`config.mk`:
```
export PLATFORM = sky130hd
export DESIGN_NAME = cgc_ctrl
export DESIGN_NICKNAME = d
export VERILOG_FILES = /design/src/inc/cgc_pkg.sv /design/src/verilog/cgc_ctrl.sv
export SDC_FILE = /design/constraint.sdc
export NUM_CORES = 1
export LEC_CHECK = 0
export BUFFER_PORTS_ARGS = -buffer_cell sky130_fd_sc_hd__buf_2
export CAP_MARGIN = 0
export CORE_MARGIN = 2
export CORE_UTILIZATION = 45
export CTS_CLUSTER_SIZE = 10
export DETAILED_ROUTE_END_ITERATION = 8
export PLACE_DENSITY = 0.68
export RECOVER_POWER = 25
export SLEW_MARGIN = 40
export SYNTH_ARGS = -nofsm -noshare
export SYNTH_HDL_FRONTEND = slang
export SYNTH_SLANG_ARGS = --single-unit
```
`constraint.sdc`:
```
create_clock -name core_clk_i -period 3.95 [get_ports core_clk_i]
set_clock_uncertainty 0.05 [all_clocks]
set_input_delay 0.395 -clock core_clk_i [delete_from_list [all_inputs] [get_ports core_clk_i]]
set_output_delay 0.395 -clock core_clk_i [all_outputs]
set_load 0.005 [all_outputs]
```
`src/inc/cgc_pkg.sv`:
```
// Purpose: Constants and types for the clock generator control registers
// Assumes: 8-bit register port, one clock domain
// Notes: Offsets are local choices; no printed offsets exist
package cgc_pkg;

  // ----------------------------------------------------------------
  // Register map
  // ----------------------------------------------------------------
  localparam logic [2:0] CGC_ADDR_CTRL_ONE = 3'h0;
  localparam logic [2:0] CGC_ADDR_CTRL_TWO = 3'h1;
  localparam logic [2:0] CGC_ADDR_STATUS = 3'h2;
  localparam logic [2:0] CGC_ADDR_FLAGS = 3'h3;

  // ----------------------------------------------------------------
  // Control one fields
  // ----------------------------------------------------------------
  localparam int CGC_C1_HGO = 7;
  localparam int CGC_C1_RANGE = 6;
  localparam int CGC_C1_REF = 5;
  localparam int CGC_C1_MODE_HI = 4;
  localparam int CGC_C1_MODE_LO = 3;
  localparam int CGC_C1_OSCOFF = 2;
  localparam int CGC_C1_CLOCK_LOSS_DETECT_DISABLE = 1;

  // ----------------------------------------------------------------
  // Control two fields
  // ----------------------------------------------------------------
  localparam int CGC_C2_LOCK_LOSS_RESET_ENABLE = 7;
  localparam int CGC_C2_MFD_HI = 6;
  localparam int CGC_C2_MFD_LO = 4;
  localparam int CGC_C2_CLOCK_LOSS_RESET_ENABLE = 3;
  localparam int CGC_C2_RFD_HI = 2;
  localparam int CGC_C2_RFD_LO = 0;

  // ----------------------------------------------------------------
  // Flags register fields (write 1 to clear)
  // ----------------------------------------------------------------
  localparam int CGC_FL_LOCK_LOSS_STICKY_FLAG = 0;
  localparam int CGC_FL_LOCS = 1;

  // ----------------------------------------------------------------
  // Reset values and codes
  // ----------------------------------------------------------------
  localparam logic [7:0] CGC_C1_RESET = 8'h00;
  localparam logic [7:0] CGC_C2_RESET = 8'h00;
  localparam logic [7:0] CGC_PRESCALE_LOW = 8'h40;
  localparam logic [7:0] CGC_PRESCALE_HIGH = 8'h01;
  localparam logic [4:0] CGC_MULT_BASE = 5'h04;
  localparam int CGC_UPDATE_CYCLES = 4;

  typedef enum logic [1:0] {
    CGC_MODE_SELF = 2'b00,
    CGC_MODE_FEI = 2'b01,
    CGC_MODE_FBE = 2'b10,
    CGC_MODE_FEE = 2'b11
  } cgc_mode_e;

  typedef struct packed {
    logic [2:0] addr;
    logic [7:0] wdata;
    logic wr;
    logic rd;
  } cgc_req_s;

  typedef struct packed {
    logic high_gain_select;
    logic high_range;
    logic ext_reference_select;
    logic osc_enable;
    logic ext_pin_reserved;
    logic [7:0] prescale;
    logic [4:0] multiply_factor;
    logic [7:0] divide_factor;
  } cgc_cfg_s;

endpackage : cgc_pkg

```
`src/verilog/cgc_ctrl.sv`:
```
// Purpose: Control register pair of an on-chip clock generator
// Assumes: Register port on core_clk_i; loop status arrives from other clocks
// Notes: Mode writes are applied after a settling delay; multiply and divide writes apply at once
// How it works
// - Bit7: low power or high gain
// - Gain, range, reference fields write once
// - Range: prescale 64 low, 1 high
// - Range matters only in external modes
// - Bit5: external clock or crystal
// - Bits4:3 select four clock modes
// - Bypass external waits for stable reference
// - Off mode keeps stored mode field
// - Mode write ignored while previous pending
// - Internal first write blocks external modes
// - Oscillator enable in off mode rules
// - Keep-in-off ignored when gain and range
// - Bit1 disables loss-of-clock detection
// - Lock loss gives interrupt or reset
// - Clock loss gives interrupt or reset
// - Multiply field: factor 4 to 18
// - Multiply write ignored while previous pending
// - Divider field: power of two to 128
// - Divider write ignored while previous pending
// - Stable flag set only when reference fast; here it follows ref_ok_s at either range
// - Lock loss flag sticky until cleared
// - First write decides external pin reservation
`timescale 1ns/1ps
module cgc_ctrl #(
  parameter int UPDATE_CYCLES = cgc_pkg::CGC_UPDATE_CYCLES
) (
  input wire logic core_clk_i,
  input wire logic rst_b_i,
  input wire logic [2:0] addr_i,
  input wire logic [7:0] wdata_i,
  input wire logic wr_i,
  input wire logic rd_i,
  output logic [7:0] rdata_o,
  input wire logic off_req_i,
  input wire logic enable_i,
  input wire logic ext_ref_ok_i,
  input wire logic lock_lost_i,
  input wire logic clock_lost_i,
  output logic [1:0] active_mode_o,
  output logic off_mode_o,
  output cgc_pkg::cgc_cfg_s cfg_o,
  output logic irq_req_o,
  output logic rst_req_o
);

  // ----------------------------------------------------------------
  // Input synchronisers
  // ----------------------------------------------------------------
  logic [3:0] sync1_q;
  logic [3:0] sync2_q;
  always_ff @(posedge core_clk_i or negedge rst_b_i) begin
    if (!rst_b_i) begin
      sync1_q <= 4'h0;
      sync2_q <= 4'h0;
    end else begin
      sync1_q <= {off_req_i, ext_ref_ok_i, lock_lost_i, clock_lost_i};
      sync2_q <= sync1_q;
    end
  end
  logic off_s;
  logic ref_ok_s;
  logic lock_lost_s;
  logic clock_lost_s;
  assign {off_s, ref_ok_s, lock_lost_s, clock_lost_s} = sync2_q;

  cgc_pkg::cgc_req_s req;
  assign req = '{addr: addr_i, wdata: wdata_i, wr: wr_i, rd: rd_i};

  function automatic logic hit(input cgc_pkg::cgc_req_s r, input logic [2:0] a);
    hit = r.wr && (r.addr == a);
  endfunction : hit

  logic wr_c1;
  logic wr_c2;
  logic wr_fl;
  assign wr_c1 = hit(req, cgc_pkg::CGC_ADDR_CTRL_ONE);
  assign wr_c2 = hit(req, cgc_pkg::CGC_ADDR_CTRL_TWO);
  assign wr_fl = hit(req, cgc_pkg::CGC_ADDR_FLAGS);

  // ----------------------------------------------------------------
  // Control one
  // ----------------------------------------------------------------
  logic first_done_q;
  logic hgo_q;
  logic range_q;
  logic ext_reference_select_q;
  logic ext_allowed_q;
  logic oscoff_q;
  logic clock_loss_detect_disable_q;
  logic [1:0] mode_q;
  logic [1:0] mode_pend_q;
  logic [$clog2(UPDATE_CYCLES+1)-1:0] mode_cnt_q;
  logic mode_busy;
  logic [1:0] new_mode;
  logic mode_ok;

  assign mode_busy = (mode_cnt_q != '0);
  assign new_mode = wdata_i[cgc_pkg::CGC_C1_MODE_HI:cgc_pkg::CGC_C1_MODE_LO];
  assign mode_ok = !first_done_q || ext_allowed_q || !new_mode[1];

  always_ff @(posedge core_clk_i or negedge rst_b_i) begin
    if (!rst_b_i) begin
      first_done_q <= 1'b0;
      hgo_q <= cgc_pkg::CGC_C1_RESET[cgc_pkg::CGC_C1_HGO];
      range_q <= cgc_pkg::CGC_C1_RESET[cgc_pkg::CGC_C1_RANGE];
      ext_reference_select_q <= cgc_pkg::CGC_C1_RESET[cgc_pkg::CGC_C1_REF];
      ext_allowed_q <= 1'b0;
    end else if (wr_c1 && !first_done_q) begin
      first_done_q <= 1'b1;
      hgo_q <= wdata_i[cgc_pkg::CGC_C1_HGO];
      range_q <= wdata_i[cgc_pkg::CGC_C1_RANGE];
      ext_reference_select_q <= wdata_i[cgc_pkg::CGC_C1_REF];
      ext_allowed_q <= new_mode[1];
    end
  end

  always_ff @(posedge core_clk_i or negedge rst_b_i) begin
    if (!rst_b_i) begin
      oscoff_q <= cgc_pkg::CGC_C1_RESET[cgc_pkg::CGC_C1_OSCOFF];
      clock_loss_detect_disable_q <= cgc_pkg::CGC_C1_RESET[cgc_pkg::CGC_C1_CLOCK_LOSS_DETECT_DISABLE];
    end else if (wr_c1) begin
      oscoff_q <= wdata_i[cgc_pkg::CGC_C1_OSCOFF];
      clock_loss_detect_disable_q <= wdata_i[cgc_pkg::CGC_C1_CLOCK_LOSS_DETECT_DISABLE];
    end
  end

  // Stored field changes only by writes; off mode never touches it
  always_ff @(posedge core_clk_i or negedge rst_b_i) begin
    if (!rst_b_i) begin
      mode_pend_q <= cgc_pkg::CGC_C1_RESET[cgc_pkg::CGC_C1_MODE_HI:cgc_pkg::CGC_C1_MODE_LO];
      mode_cnt_q <= '0;
    end else if (wr_c1 && !mode_busy && mode_ok) begin
      mode_pend_q <= new_mode;
      mode_cnt_q <= ($clog2(UPDATE_CYCLES+1))'(UPDATE_CYCLES);
    end else if (mode_busy) begin
      mode_cnt_q <= mode_cnt_q - 1'b1;
    end
  end

  // Active mode follows the stored field; bypass waits for the reference
  logic mode_go;
  assign mode_go = !mode_busy && !off_s && (mode_q != mode_pend_q) &&
                   ((mode_pend_q != cgc_pkg::CGC_MODE_FBE) || ref_ok_s);
  always_ff @(posedge core_clk_i or negedge rst_b_i) begin
    if (!rst_b_i) begin
      mode_q <= cgc_pkg::CGC_MODE_SELF;
    end else if (mode_go) begin
      mode_q <= mode_pend_q;
    end
  end

  // ----------------------------------------------------------------
  // Control two
  // ----------------------------------------------------------------
  logic lock_loss_reset_enable_q;
  logic clock_loss_reset_enable_q;
  logic [2:0] mfd_q;
  logic [2:0] rfd_q;
  logic [$clog2(UPDATE_CYCLES+1)-1:0] mfd_cnt_q;
  logic [$clog2(UPDATE_CYCLES+1)-1:0] rfd_cnt_q;

  always_ff @(posedge core_clk_i or negedge rst_b_i) begin
    if (!rst_b_i) begin
      lock_loss_reset_enable_q <= cgc_pkg::CGC_C2_RESET[cgc_pkg::CGC_C2_LOCK_LOSS_RESET_ENABLE];
      clock_loss_reset_enable_q <= cgc_pkg::CGC_C2_RESET[cgc_pkg::CGC_C2_CLOCK_LOSS_RESET_ENABLE];
    end else if (wr_c2) begin
      lock_loss_reset_enable_q <= wdata_i[cgc_pkg::CGC_C2_LOCK_LOSS_RESET_ENABLE];
      clock_loss_reset_enable_q <= wdata_i[cgc_pkg::CGC_C2_CLOCK_LOSS_RESET_ENABLE];
    end
  end

  always_ff @(posedge core_clk_i or negedge rst_b_i) begin
    if (!rst_b_i) begin
      mfd_q <= cgc_pkg::CGC_C2_RESET[cgc_pkg::CGC_C2_MFD_HI:cgc_pkg::CGC_C2_MFD_LO];
      mfd_cnt_q <= '0;
    end else if (wr_c2 && mfd_cnt_q == '0) begin
      mfd_q <= wdata_i[cgc_pkg::CGC_C2_MFD_HI:cgc_pkg::CGC_C2_MFD_LO];
      mfd_cnt_q <= ($clog2(UPDATE_CYCLES+1))'(UPDATE_CYCLES);
    end else if (mfd_cnt_q != '0) begin
      mfd_cnt_q <= mfd_cnt_q - 1'b1;
    end
  end

  always_ff @(posedge core_clk_i or negedge rst_b_i) begin
    if (!rst_b_i) begin
      rfd_q <= cgc_pkg::CGC_C2_RESET[cgc_pkg::CGC_C2_RFD_HI:cgc_pkg::CGC_C2_RFD_LO];
      rfd_cnt_q <= '0;
    end else if (wr_c2 && rfd_cnt_q == '0) begin
      rfd_q <= wdata_i[cgc_pkg::CGC_C2_RFD_HI:cgc_pkg::CGC_C2_RFD_LO];
      rfd_cnt_q <= ($clog2(UPDATE_CYCLES+1))'(UPDATE_CYCLES);
    end else if (rfd_cnt_q != '0) begin
      rfd_cnt_q <= rfd_cnt_q - 1'b1;
    end
  end

  // ----------------------------------------------------------------
  // Sticky flags and requests
  // ----------------------------------------------------------------
  logic lock_loss_sticky_flag_q;
  logic locs_q;
  logic loc_event;
  assign loc_event = clock_lost_s && !clock_loss_detect_disable_q;
  // Set beats a clear in the same cycle
  always_ff @(posedge core_clk_i or negedge rst_b_i) begin
    if (!rst_b_i) begin
      lock_loss_sticky_flag_q <= 1'b0;
      locs_q <= 1'b0;
    end else begin
      lock_loss_sticky_flag_q <= lock_lost_s || (lock_loss_sticky_flag_q && !(wr_fl && wdata_i[cgc_pkg::CGC_FL_LOCK_LOSS_STICKY_FLAG]));
      locs_q <= loc_event || (locs_q && !(wr_fl && wdata_i[cgc_pkg::CGC_FL_LOCS]));
    end
  end

  always_ff @(posedge core_clk_i or negedge rst_b_i) begin
    if (!rst_b_i) begin
      irq_req_o <= 1'b0;
      rst_req_o <= 1'b0;
    end else begin
      irq_req_o <= (lock_loss_sticky_flag_q && !lock_loss_reset_enable_q) || (locs_q && !clock_loss_reset_enable_q);
      rst_req_o <= (lock_loss_sticky_flag_q && lock_loss_reset_enable_q) || (locs_q && clock_loss_reset_enable_q);
    end
  end

  // ----------------------------------------------------------------
  // Derived configuration
  // ----------------------------------------------------------------
  logic ext_mode;
  logic osc_en;
  assign ext_mode = mode_q[1];
  always_comb begin
    if (!off_s) begin
      osc_en = ext_mode && ext_reference_select_q;
    end else if (hgo_q && range_q) begin
      osc_en = ext_mode && ext_reference_select_q;
    end else if (oscoff_q) begin
      osc_en = mode_pend_q[1] && ext_reference_select_q;
    end else begin
      osc_en = enable_i && (mode_pend_q == cgc_pkg::CGC_MODE_FBE) && ext_reference_select_q;
    end
  end

  always_ff @(posedge core_clk_i or negedge rst_b_i) begin
    if (!rst_b_i) begin
      cfg_o <= '0;
      active_mode_o <= cgc_pkg::CGC_MODE_SELF;
      off_mode_o <= 1'b0;
    end else begin
      cfg_o.high_gain_select <= hgo_q;
      cfg_o.high_range <= ext_mode && range_q;
      cfg_o.ext_reference_select <= ext_reference_select_q;
      cfg_o.osc_enable <= osc_en;
      cfg_o.ext_pin_reserved <= ext_allowed_q;
      cfg_o.prescale <= (ext_mode && range_q) ? cgc_pkg::CGC_PRESCALE_HIGH
                                              : cgc_pkg::CGC_PRESCALE_LOW;
      cfg_o.multiply_factor <= cgc_pkg::CGC_MULT_BASE + 5'({mfd_q, 1'b0});
      cfg_o.divide_factor <= 8'h01 << rfd_q;
      active_mode_o <= mode_q;
      off_mode_o <= off_s;
    end
  end

  // ----------------------------------------------------------------
  // Read port
  // ----------------------------------------------------------------
  always_ff @(posedge core_clk_i or negedge rst_b_i) begin
    if (!rst_b_i) begin
      rdata_o <= 8'h00;
    end else if (rd_i) begin
      unique case (addr_i)
        cgc_pkg::CGC_ADDR_CTRL_ONE: rdata_o <= {hgo_q, range_q, ext_reference_select_q, mode_pend_q,
                                                oscoff_q, clock_loss_detect_disable_q, 1'b0};
        cgc_pkg::CGC_ADDR_CTRL_TWO: rdata_o <= {lock_loss_reset_enable_q, mfd_q, clock_loss_reset_enable_q, rfd_q};
        cgc_pkg::CGC_ADDR_STATUS: rdata_o <= {mode_q, ext_reference_select_q, lock_loss_sticky_flag_q, 1'b0, locs_q,
                                              ref_ok_s, 1'b0};
        cgc_pkg::CGC_ADDR_FLAGS: rdata_o <= {6'h00, locs_q, lock_loss_sticky_flag_q};
        default: rdata_o <= 8'h00;
      endcase
    end else begin
      rdata_o <= 8'h00;
    end
  end

  // ----------------------------------------------------------------
  // Checks
  // ----------------------------------------------------------------
  property p_write_once;
    @(posedge core_clk_i) disable iff (!rst_b_i)
      first_done_q |=> $stable(hgo_q) && $stable(range_q) && $stable(ext_reference_select_q);
  endproperty
  a_write_once: assert property (p_write_once) else $error("write-once bit changed");

  property p_bypass_wait;
    @(posedge core_clk_i) disable iff (!rst_b_i)
      (mode_q != cgc_pkg::CGC_MODE_FBE) ##1 (mode_q == cgc_pkg::CGC_MODE_FBE) |->
        $past(ref_ok_s);
  endproperty
  a_bypass_wait: assert property (p_bypass_wait) else $error("bypass without stable ref");

  property p_ext_block;
    @(posedge core_clk_i) disable iff (!rst_b_i)
      first_done_q && !ext_allowed_q |-> !mode_pend_q[1];
  endproperty
  a_ext_block: assert property (p_ext_block) else $error("external mode accepted");

  property p_mode_busy;
    @(posedge core_clk_i) disable iff (!rst_b_i)
      mode_busy |=> $stable(mode_pend_q);
  endproperty
  a_mode_busy: assert property (p_mode_busy) else $error("mode changed while pending");

  property p_mfd_busy;
    @(posedge core_clk_i) disable iff (!rst_b_i)
      (mfd_cnt_q != '0) |=> $stable(mfd_q);
  endproperty
  a_mfd_busy: assert property (p_mfd_busy) else $error("multiply changed while pending");

  property p_rfd_busy;
    @(posedge core_clk_i) disable iff (!rst_b_i)
      (rfd_cnt_q != '0) |=> $stable(rfd_q);
  endproperty
  a_rfd_busy: assert property (p_rfd_busy) else $error("divider changed while pending");

  property p_lock_loss_sticky_flag_sticky;
    @(posedge core_clk_i) disable iff (!rst_b_i)
      lock_loss_sticky_flag_q && !(wr_fl && wdata_i[cgc_pkg::CGC_FL_LOCK_LOSS_STICKY_FLAG]) |=> lock_loss_sticky_flag_q;
  endproperty
  a_lock_loss_sticky_flag_sticky: assert property (p_lock_loss_sticky_flag_sticky) else $error("lock flag dropped");

  property p_lock_req;
    @(posedge core_clk_i) disable iff (!rst_b_i)
      lock_loss_sticky_flag_q |=> (irq_req_o || rst_req_o);
  endproperty
  a_lock_req: assert property (p_lock_req) else $error("no request on lock loss");

  property p_clock_loss_detect_disable;
    @(posedge core_clk_i) disable iff (!rst_b_i)
      clock_loss_detect_disable_q && !locs_q |=> !locs_q;
  endproperty
  a_clock_loss_detect_disable: assert property (p_clock_loss_detect_disable) else $error("clock loss flagged while disabled");

  property p_lock_rst;
    @(posedge core_clk_i) disable iff (!rst_b_i)
      lock_loss_sticky_flag_q && lock_loss_reset_enable_q |=> rst_req_o;
  endproperty
  a_lock_rst: assert property (p_lock_rst) else $error("no reset request on lock loss");

  property p_loss_rst;
    @(posedge core_clk_i) disable iff (!rst_b_i)
      locs_q && clock_loss_reset_enable_q |=> rst_req_o;
  endproperty
  a_loss_rst: assert property (p_loss_rst) else $error("no reset request on clock loss");

  property p_pin_hold;
    @(posedge core_clk_i) disable iff (!rst_b_i)
      first_done_q |=> $stable(ext_allowed_q);
  endproperty
  a_pin_hold: assert property (p_pin_hold) else $error("pin reservation changed");

  property p_off_field;
    @(posedge core_clk_i) disable iff (!rst_b_i)
      off_s && !wr_c1 |=> $stable(mode_pend_q);
  endproperty
  a_off_field: assert property (p_off_field) else $error("mode field changed in off mode");

  property p_range_int;
    @(posedge core_clk_i) disable iff (!rst_b_i)
      !mode_q[1] |=> (cfg_o.prescale == cgc_pkg::CGC_PRESCALE_LOW);
  endproperty
  a_range_int: assert property (p_range_int) else $error("range used in internal mode");

  c_fbe: cover property (@(posedge core_clk_i) mode_q == cgc_pkg::CGC_MODE_FBE);
  c_fee: cover property (@(posedge core_clk_i) mode_q == cgc_pkg::CGC_MODE_FEE);
  c_rst: cover property (@(posedge core_clk_i) rst_req_o);
  c_off: cover property (@(posedge core_clk_i) off_s && osc_en);

endmodule : cgc_ctrl

```
==> flow_summary.yaml, run 1 <==
finish:
  syn_to_final_growth_pct: 18.9
  instances_no_fill: 350
  multi_input_area_um2: 911
  seq_area_um2: 1730
  fillers: 522
  drive_gt1_frac: 0.320
  layout.nets: 297
  n_antenna_cell: 0
cts:
  clock-sinks: 69
  cts_buffers: 9
  clk_latency_ns: 0.34
  htree_levels: 3
  cts_hold_buf: 1
  cts_tree: "yes"
  cts.path.max_buffers: 2
  post-cts-setup-buffers: 0
  cts-root-buf: "clkbuf_8"
  ctsResizeCount: 0
  cts.clk_slew.worst_paths_ns: 0.07
yosys:
  synth-edff-count: 0
  avgSynthCellArea_um2: 12.9
  ys_warn_count: 0
  synth_flop_cell: "dfrtp_1"
  netlist.area_leader.share: 0.624
  muxShareOfSynthArea: 0.0882
  ys_async_sr_fraction: 1.00
  ys_seq_elements: 69
  synth_top_family_by_area: "simple AND/OR/NAND/NOR gates"
  yosysTopAreaCell: "dfrtp_1"
  ys_top_cells_by_area: "dfrtp_1, ha_1, buf_4, nor2b_1, mux2i_1"
  yosys.area_share.adder: 0.0317
  synth.distinct_cells: 41
  synth_common_cells: "dfrtp_1, inv_1, nand2_1"
  netlist_instances: 215
  synth_simple_gate_area_frac: 0.124
  synth.most_common_cell: "dfrtp_1"
  ys_seq_area_frac: 0.624
  synth_area_um2: 2770
  synthXorXnorAreaFrac: 0
  synth_compound_area_frac: 0.0760
place:
  dp_cells: 333
  io_buffers: 51
  finalWeightedCongestion: 0.753
  hpwl_um: 3490
  post-place-ws_ns: 2.06
route:
  num_vias: 1706
  post_drt_wl_per_cell_um: 14.0
  dr.first_iter.drc_count: 98
  route.antenna.remaining_nets: 0
  postRouteWirelength_um: 4900
  drt_pass1_iterations: 4
  drc: 0
  avgViaCountPerCell: 4.87
power:
  ir_drop_uv: 262
  sw_frac_of_total: 0.290
  powerDensity_nw_per_um2: 646
  seqPwrFrac: 0.485
  p_int_uw: 1510
  clkPwrFrac: 0.296
  leakagePower_uw: 0.00165
  p_comb_frac: 0.218
  p_sw_uw: 617
  power_uw: 2130
critical_path:
  critPathArrivalTime_ns: 1.93
  crit_required_ns: 4.13
  crit_fanout: 4
  start_kind: "flip-flop"
  reg2regPathDepth: 5
  timing.critical_path.to: "mode_q[0]"
  endpoint_kind: "flip-flop"
  rr_endpoint: "mode_q[0]"
  crit_path_start: "mode_cnt_q[0]"
  r2r-start: "mode_cnt_q[0]"
  critPathKind: "flip-flop to flip-flop"
  reg2reg_setup_slack_ns: 2.20
grt:
  first_global_vias: 1677
  grtUsageTotal: 0.168
  antenna_found_initial: 0
  grt-busiest-layer: "met2"
  met1_usage: 0.215
  grt_pass1_wl_um: 8180
  met2_usage: 0.260
  grt_max_degree: 45
  grtUsageMet3: 0.0489
  gr-total-overflow: 0
sta:
  hold_violations: 0
  maxSlewHeadroom: 0.487
  report.final.slew_viol_count: 0
  fin_setup_tns_ns: 0
  hold_ws_ns: 0.103
  fin_crit_sh: 0.443
  setup_violations: 0
  rsz0062_at_grt: "false"
  period_needed_ns: 1.75
  setup_slack_ns: 2.20
  worstMarginPinSlew_ns: 0.769
  max_freq_mhz: 571
hold_path:
  worstHoldPathCells: 1
  worstHoldPathType: "primary input to flip-flop"
die:
  initial_core_util: 0.467
  row_count: 28
  die_w_um: 82.4
  core-area_um2: 5920
  die_h_um: 82.4
  io_pins: 59
  die_area_um2: 6790
status:
  status: "completed"
job:
  max_cap_violations: 0
sequential cells by signal, indices dropped and copies added (netlist names), 2 cells and up:
register	cells
rfd_q	3
rdata_o	8
mode_q	2
mfd_q	3
sync1_q	4
sync2_q	4
mode_pend_q	2
cfg_o	18
mode_cnt_q	3
rfd_cnt_q	3
mfd_cnt_q	3
active_mode_o	2
layout by cell type, fill, tap and decap left out, types with 6 or more instances in the layout:
cell type	Yosys	final
dfrtp_1	69	69
buf_2	1	49
clkbuf_8	0	10
ha_1	7	7
a21oi_1	11	11
inv_1	14	14
nand2_1	12	12
conb_1	1	7
mux2i_1	6	6
or2_2	6	6
nor2b_1	10	10
through the flow:
step / area, µm² / util
final: 3290 / 0.556
after global routing: 3290 / 0.556
after CTS: 3290 / 0.556
after detailed placement: 3060 / 0.516
after global placement: 3050 / 0.516
after floorplan: 2790 / -
worst min-delay path by stage:
stage	start	endpoint
2_1_floorplan	rst_b_i	active_mode_o[0]
3_3_place_gp	sync1_q[0]	sync2_q[0]
3_5_place_dp	sync1_q[0]	sync2_q[0]
4_1_cts	off_req_i	sync1_q[3]
5_1_grt	ext_ref_ok_i	sync1_q[2]
6_report	off_req_i	sync1_q[3]
worst max-delay path, cell delays in order (launching register included):
cell and delay, ns:
dfrtp_1 0.39, inv_1 0.08, ha_1 0.19, nor3b_1 0.47, o21ai_0 0.22, a22o_1 0.23
metal layers:
metal	vias up	wire length [µm]
met2	48	2300
met4	0	108
li1	822	-
met5	-	0
met1	826	2220
met3	10	272
cell type report:
type,count,share of cell area
clock inverter,6,0.0262
tap,75,0.0285
timing repair buffer,54,0.0856
sequential,69,0.525
clock buffer,10,0.0418
inverter,14,0.0160
multi-input combinational,122,0.277
power groups by stage:
stage / logic [µW] / clock network, µW / registers (µW)
CTS: 473 / 643 / 1030
finish: 464 / 630 / 1030
global placement: 450 / 0 / 1040
floorplan: 338 / 0 / 1000
detailed placement: 470 / 0 / 1040
global route: 541 / 678 / 1060
logic make-up (layout without fill, tap and decap cells):
kind of cell               Yosys count  in the layout
DFF                                 69             69
other                                1              7
AOI/OAI and AO/OA                   33             33
muxes                               20             20
adders and majority gates            7              7
buffers and inverters               30             84
and+or+nand+nor                     55             55
No activity file was read; power rests on OpenSTA's default activity.
==> inputs of run 2 (changes only) <==
--- a/config.mk
+++ b/config.mk
@@ -5,13 +5,14 @@
 export SDC_FILE = /design/constraint.sdc
 export NUM_CORES = 1
 export LEC_CHECK = 0
+export ABC_AREA = 1
 export BUFFER_PORTS_ARGS = -buffer_cell sky130_fd_sc_hd__buf_2
 export CAP_MARGIN = 0
 export CORE_MARGIN = 2
 export CORE_UTILIZATION = 45
 export CTS_CLUSTER_SIZE = 10
 export DETAILED_ROUTE_END_ITERATION = 8
-export PLACE_DENSITY = 0.68
+export PLACE_DENSITY = 0.7
 export RECOVER_POWER = 25
 export SLEW_MARGIN = 40
 export SYNTH_ARGS = -nofsm -noshare
==> constraint.sdc (replaced) <==
create_clock -name core_clk_i -period 1.6 [get_ports core_clk_i]
set_clock_uncertainty 0.05 [all_clocks]
set_input_delay 0.16 -clock core_clk_i [delete_from_list [all_inputs] [get_ports core_clk_i]]
set_output_delay 0.16 -clock core_clk_i [all_outputs]
set_load 0.005 [all_outputs]
==> flow_summary.yaml, run 2 <==
finish:
  top_register: "cfg_o"
  largestRegisters: "cfg_o (18), rdata_o (8)"
  layout.nets: 363
  fillers: 540
  mostFrequentLayoutCell: "dfrtp_1"
  syn_to_final_growth_pct: 19.1
  n_antenna_cell: 0
  largest_register_ffs: 18
  mostFrequentLayoutCells: "dfrtp_1, buf_2, nand2_1"
  drive_gt1_frac: 0.237
die:
  die_area_um2: 6810
  die_h_um: 82.6
  die_w_um: 82.6
  io_pins: 59
  row_count: 28
  core-area_um2: 5960
  initial_core_util: 0.466
route:
  drc: 0
  num_vias: 1952
  postRouteWirelength_um: 5210
  post_drt_wl_per_cell_um: 12.6
  avgViaCountPerCell: 4.73
  route.antenna.remaining_nets: 0
  dr.first_iter.drc_count: 101
  drt_pass1_iterations: 4
critical_path:
  critPathKind: "flip-flop to flip-flop"
  reg2reg_setup_slack_ns: 0.16
  critPathArrivalTime_ns: 1.62
  start_kind: "flip-flop"
  reg2regPathDepth: 7
  crit_family: "simple AND/OR/NAND/NOR gates"
  cpPeakStageDelay_ns: 0.36
  crit_fanout: 7
  r2r-start: "mfd_cnt_q[0]"
  crit_required_ns: 1.78
  crit_buf_inv: 2
  endpoint_kind: "flip-flop"
  rr_endpoint: "mfd_q[0]"
  cp.depth: 7
  crit_chain: "inv_1, ha_1, inv_1, nor2_1, nand2_1, nand2_1, o21ai_1"
  critPathSlowestCell: "dfrtp_1"
cts:
  cts.clk_slew.worst_paths_ns: 0.07
  cts_tree: "yes"
  cts.path.max_buffers: 2
  clk_latency_ns: 0.33
  cts-root-buf: "clkbuf_8"
  clock-sinks: 69
  htree_levels: 3
  cts_buffers: 9
  post-cts-setup-buffers: 0
sta:
  fin_crit_sh: 0.902
  hold_violations: 0
  max_freq_mhz: 693
  rsz0062_at_grt: "false"
  maxSlewHeadroom: 0.367
  period_needed_ns: 1.44
  report.final.slew_viol_count: 0
  fin_setup_tns_ns: 0
  hold_ws_ns: 0.00703
  setup_violations: 0
  worstMarginPinSlew_ns: 0.949
status:
  status: "completed"
yosys:
  ys_warn_count: 0
  synth_flop_cell: "dfrtp_1"
  netlist_instances: 268
  synth_area_um2: 2780
  avgSynthCellArea_um2: 10.4
  ys_async_sr_fraction: 1.00
  synth_common_cells: "dfrtp_1, nand2_1, inv_1"
  ys_seq_area_frac: 0.622
  synth.distinct_cells: 31
  netlist.area_leader.share: 0.622
  ys_seq_elements: 69
  yosysTopAreaCell: "dfrtp_1"
  synth.most_common_cell: "dfrtp_1"
  synth-edff-count: 0
  ys_top_cells_by_area: "dfrtp_1, nand2_1, inv_1, nand3_1, o21ai_0"
grt:
  antenna_found_initial: 0
  gr-total-overflow: 0
  grt_pass1_wl_um: 8580
  grtUsageTotal: 0.174
  grt_max_degree: 31
  first_global_vias: 1872
place:
  io_buffers: 51
  finalWeightedCongestion: 0.875
  hpwl_um: 3950
power:
  powerDensity_nw_per_um2: 1500
  ir_drop_uv: 585
  leakagePower_uw: 0.00177
job:
  max_cap_violations: 0
hold_path:
  worstHoldPathType: "primary input to flip-flop"
  worstHoldPathCells: 3
  hold_start: "wdata_i[7]"
  whs_endpoint: "lock_loss_reset_enable_q"
==> run 2: cell count changes after synthesis, moves of 5 or more <==
cell      before  now
mux2_1         5    0
clkbuf_1       5    0
nand3_1        1   22
nor3_1         2   10
mux2i_1        6    0
nand2_1       12   46
nor2b_1       10    0
a21oi_1       11    5
inv_1         14   41
o21ai_0        4   20
nor3b_1        5    0
nor2_1         3    8
==> run 2: logic make-up after synthesis <==
family                   synth area share
buffers and inverters              0.0883
adder cells (fa/ha/maj)            0.0315
other                             0.00135
AND/OR/NAND/NOR                     0.174
XOR/XNOR                          0.00947
flip-flops                          0.622
AO/OA/AOI/OAI                      0.0739
==> run 2: area by class of cell <==
type	count	area, µm²	area share
Timing Repair Buffer	61	354	0.107
Tap cell	75	93.8	0.0284
Clock buffer	11	141	0.0428
Multi-Input combinational cell	152	815	0.246
Clock inverter	2	12.5	0.00379
Sequential cell	69	1730	0.522
Inverter	43	163	0.0492
==> run 2: where the power goes <==
part           switching (µW)  internal, µW  total [µW]  leakage (µW)
logic                     704           579        1280      0.000836
registers                 304          2230        2530      0.000852
clock network             578           576        1150     0.0000771
==> run 2: worst register-to-register path, stage by stage (launching register included) <==
cell     delay (ns)
dfrtp_1        0.36
inv_1          0.10
ha_1           0.16
inv_1          0.04
nor2_1         0.31
nand2_1        0.17
nand2_1        0.08
o21ai_1        0.06
==> run 2: per-stage QoR <==
stage | total power, µW | instances | worst slack (ns) | cell area (µm²) | utilization
CTS | 5020 | 413 | 0.160 | 3320 | 0.558
global route | 5340 | 413 | 0.0203 | 3310 | 0.555
floorplan | 3330 | 274 | 0.273 | 2800 | -
global placement | 3770 | 395 | 0.217 | 3120 | 0.524
finish | 4970 | 413 | 0.157 | 3310 | 0.555
detailed placement | 3860 | 395 | 0.172 | 3120 | 0.524
==> run 2: per-layer routing <==
metal | vias up | wire length (µm) | track usage
met5 | - | 0 | 0
met4 | 0 | 120 | 0.0885
met3 | 11 | 287 | 0.0391
met2 | 64 | 2570 | 0.296
met1 | 905 | 2230 | 0.208
li1 | 972 | - | -
==> run 2: what timing repair did <==
item	4_1_cts	5_1_grt
hold buffers	5	0
endpoints found under the setup margin	0	0
endpoints found under the hold margin	17	0
resized for setup	0	0
==> run 2: how the worst max path moves through the flow <==
stage,from,to,slack (ns)
detailed placement,mfd_cnt_q[0],mfd_q[0],0.17
global placement,rfd_cnt_q[0],rfd_q[1],0.22
floorplan,mode_cnt_q[0],mode_pend_q[1],0.27
finish,mfd_cnt_q[0],mfd_q[0],0.16
global route,mfd_cnt_q[0],mfd_cnt_q[0],0.02
CTS,rfd_cnt_q[0],rfd_cnt_q[2],0.16
==> inputs of run 3 (changes only) <==
--- a/config.mk
+++ b/config.mk
@@ -14,6 +14,7 @@
 export DETAILED_ROUTE_END_ITERATION = 8
 export PLACE_DENSITY = 0.7
 export RECOVER_POWER = 25
+export REMOVE_ABC_BUFFERS = 1
 export SLEW_MARGIN = 40
 export SYNTH_ARGS = -nofsm -noshare
 export SYNTH_HDL_FRONTEND = slang
==> flow_summary.yaml, run 3 (synthesis gave the netlist of run 2 again) <==
power:
  p_sw_uw: 1630
  sw_frac_of_total: 0.314
  seqPwrFrac: 0.489
  p_comb_frac: 0.245
  powerDensity_nw_per_um2: 1540
  clkPwrFrac: 0.266
  leakagePower_uw: 0.00178
  power_uw: 5180
  p_int_uw: 3550
  ir_drop_uv: 663
sta:
  maxSlewHeadroom: 0.398
  setup_violations: 0
  worstMarginPinSlew_ns: 0.903
  max_freq_mhz: 718
  hold_violations: 0
  period_needed_ns: 1.39
  fin_crit_sh: 0.870
  report.final.slew_viol_count: 0
  fin_setup_tns_ns: 0
  rsz0062_at_grt: "false"
cts:
  cts-root-buf: "clkbuf_8"
  cts_tree: "yes"
  clock-sinks: 69
  post-cts-setup-buffers: 0
  clk_latency_ns: 0.34
  cts.path.max_buffers: 2
  htree_levels: 3
  cts_buffers: 9
  cts.clk_slew.worst_paths_ns: 0.07
die:
  die_w_um: 82.6
  initial_core_util: 0.466
  die_h_um: 82.6
  die_area_um2: 6810
  io_pins: 59
  core-area_um2: 5960
  row_count: 28
critical_path:
  crit_fanout: 6
  crit_required_ns: 1.77
  endpoint_kind: "flip-flop"
  reg2regPathDepth: 6
  start_kind: "flip-flop"
  critPathKind: "flip-flop to flip-flop"
  critPathArrivalTime_ns: 1.57
finish:
  mostFrequentLayoutCell: "dfrtp_1"
  layout.nets: 363
  largest_register_ffs: 18
  multi_input_area_um2: 832
  top_register: "cfg_o"
  n_antenna_cell: 0
  drive_gt1_frac: 0.246
  syn_to_final_growth_pct: 21.1
  mostFrequentLayoutCells: "dfrtp_1, buf_2, nand2_1"
  largestRegisters: "cfg_o (18), rdata_o (8)"
  seq_area_um2: 1730
  fillers: 534
status:
  status: "completed"
job:
  max_cap_violations: 0
place:
  finalWeightedCongestion: 0.823
  hpwl_um: 3710
  io_buffers: 51
route:
  drt_pass1_iterations: 4
  dr.first_iter.drc_count: 128
  post_drt_wl_per_cell_um: 12.6
  avgViaCountPerCell: 4.64
  route.antenna.remaining_nets: 0
  postRouteWirelength_um: 5240
  drc: 0
  num_vias: 1929
grt:
  grt_max_degree: 70
  first_global_vias: 1924
  antenna_found_initial: 0
  gr-total-overflow: 0
  grtUsageTotal: 0.179
  grt_pass1_wl_um: 8850
hold_path:
  worstHoldPathCells: 3
  worstHoldPathType: "primary input to flip-flop"
==> run 3: changes by cell type in the layout (fill, tap and decap cells not counted), moves of 2 or more <==
cell / delta
nor2_2: +2
dlygate4sd3_1: +3
buf_4: -3
nor2_1: -2
==> run 3: timing repair <==
action / 4_1_cts / 5_1_grt
setup endpoints to repair: 0 / 11
hold buffers: 8 / 0
hold endpoints to repair: 77 / 0
resized for setup: 0 / 2
==> run 3: power groups by stage <==
stage	Clock [µW]	Combinational (µW)	Sequential, µW
2_1_floorplan	0	796	2510
5_1_grt	1490	1490	2610
3_5_place_dp	0	1260	2570
4_1_cts	1410	1290	2530
3_3_place_gp	0	1200	2540
6_report	1380	1270	2530
==> run 3: cell type report <==
class,count,share of cell area
Sequential cell,69,0.514
Multi-Input combinational cell,152,0.247
Timing Repair Buffer,61,0.104
Inverter,43,0.0495
Clock buffer,12,0.0432
Tap cell,75,0.0279
Clock inverter,4,0.0141
==> run 3: per-stage QoR <==
stage                     setup slack, ns  utilization  area, µm²  hold slack, ns  instances
after floorplan                     0.273            -       2720          -0.186        264
final                               0.207        0.564       3360          0.0135        416
after CTS                          0.0931        0.566       3370         0.00448        416
after global placement              0.182        0.520       3100           0.155        392
after global routing               0.0185        0.564       3360          0.0167        416
after detailed placement            0.109        0.520       3100           0.159        392
==> run 3: worst max-delay path, stage by stage, from the launching register on <==
cell and delay [ns]:
dfrtp_1 0.36, inv_1 0.10, ha_1 0.16, inv_1 0.04, nor2_1 0.29, nand2_1 0.15
o21a_1 0.13
==> run 3: layer usage <==
metal / track usage / vias up / share of wire
met1: 0.229 / 898 / 0.44
met3: 0.0478 / 8 / 0.055
met2: 0.281 / 52 / 0.48
met5: 0 / - / 0
li1: - / 971 / -
met4: 0.0918 / 0 / 0.022
==> run 3: worst paths after layout <==
check                      slack, ns          from            end
max in group asynchronous       0.37       rst_b_i   rfd_cnt_q[2]
max reg2reg                     0.21  rfd_cnt_q[0]   rfd_cnt_q[2]
min reg2reg                     0.30    sync1_q[1]     sync2_q[1]
min                             0.01    wdata_i[6]        range_q
min in group asynchronous       0.55       rst_b_i  mode_cnt_q[0]
max                             0.21  rfd_cnt_q[0]   rfd_cnt_q[2]
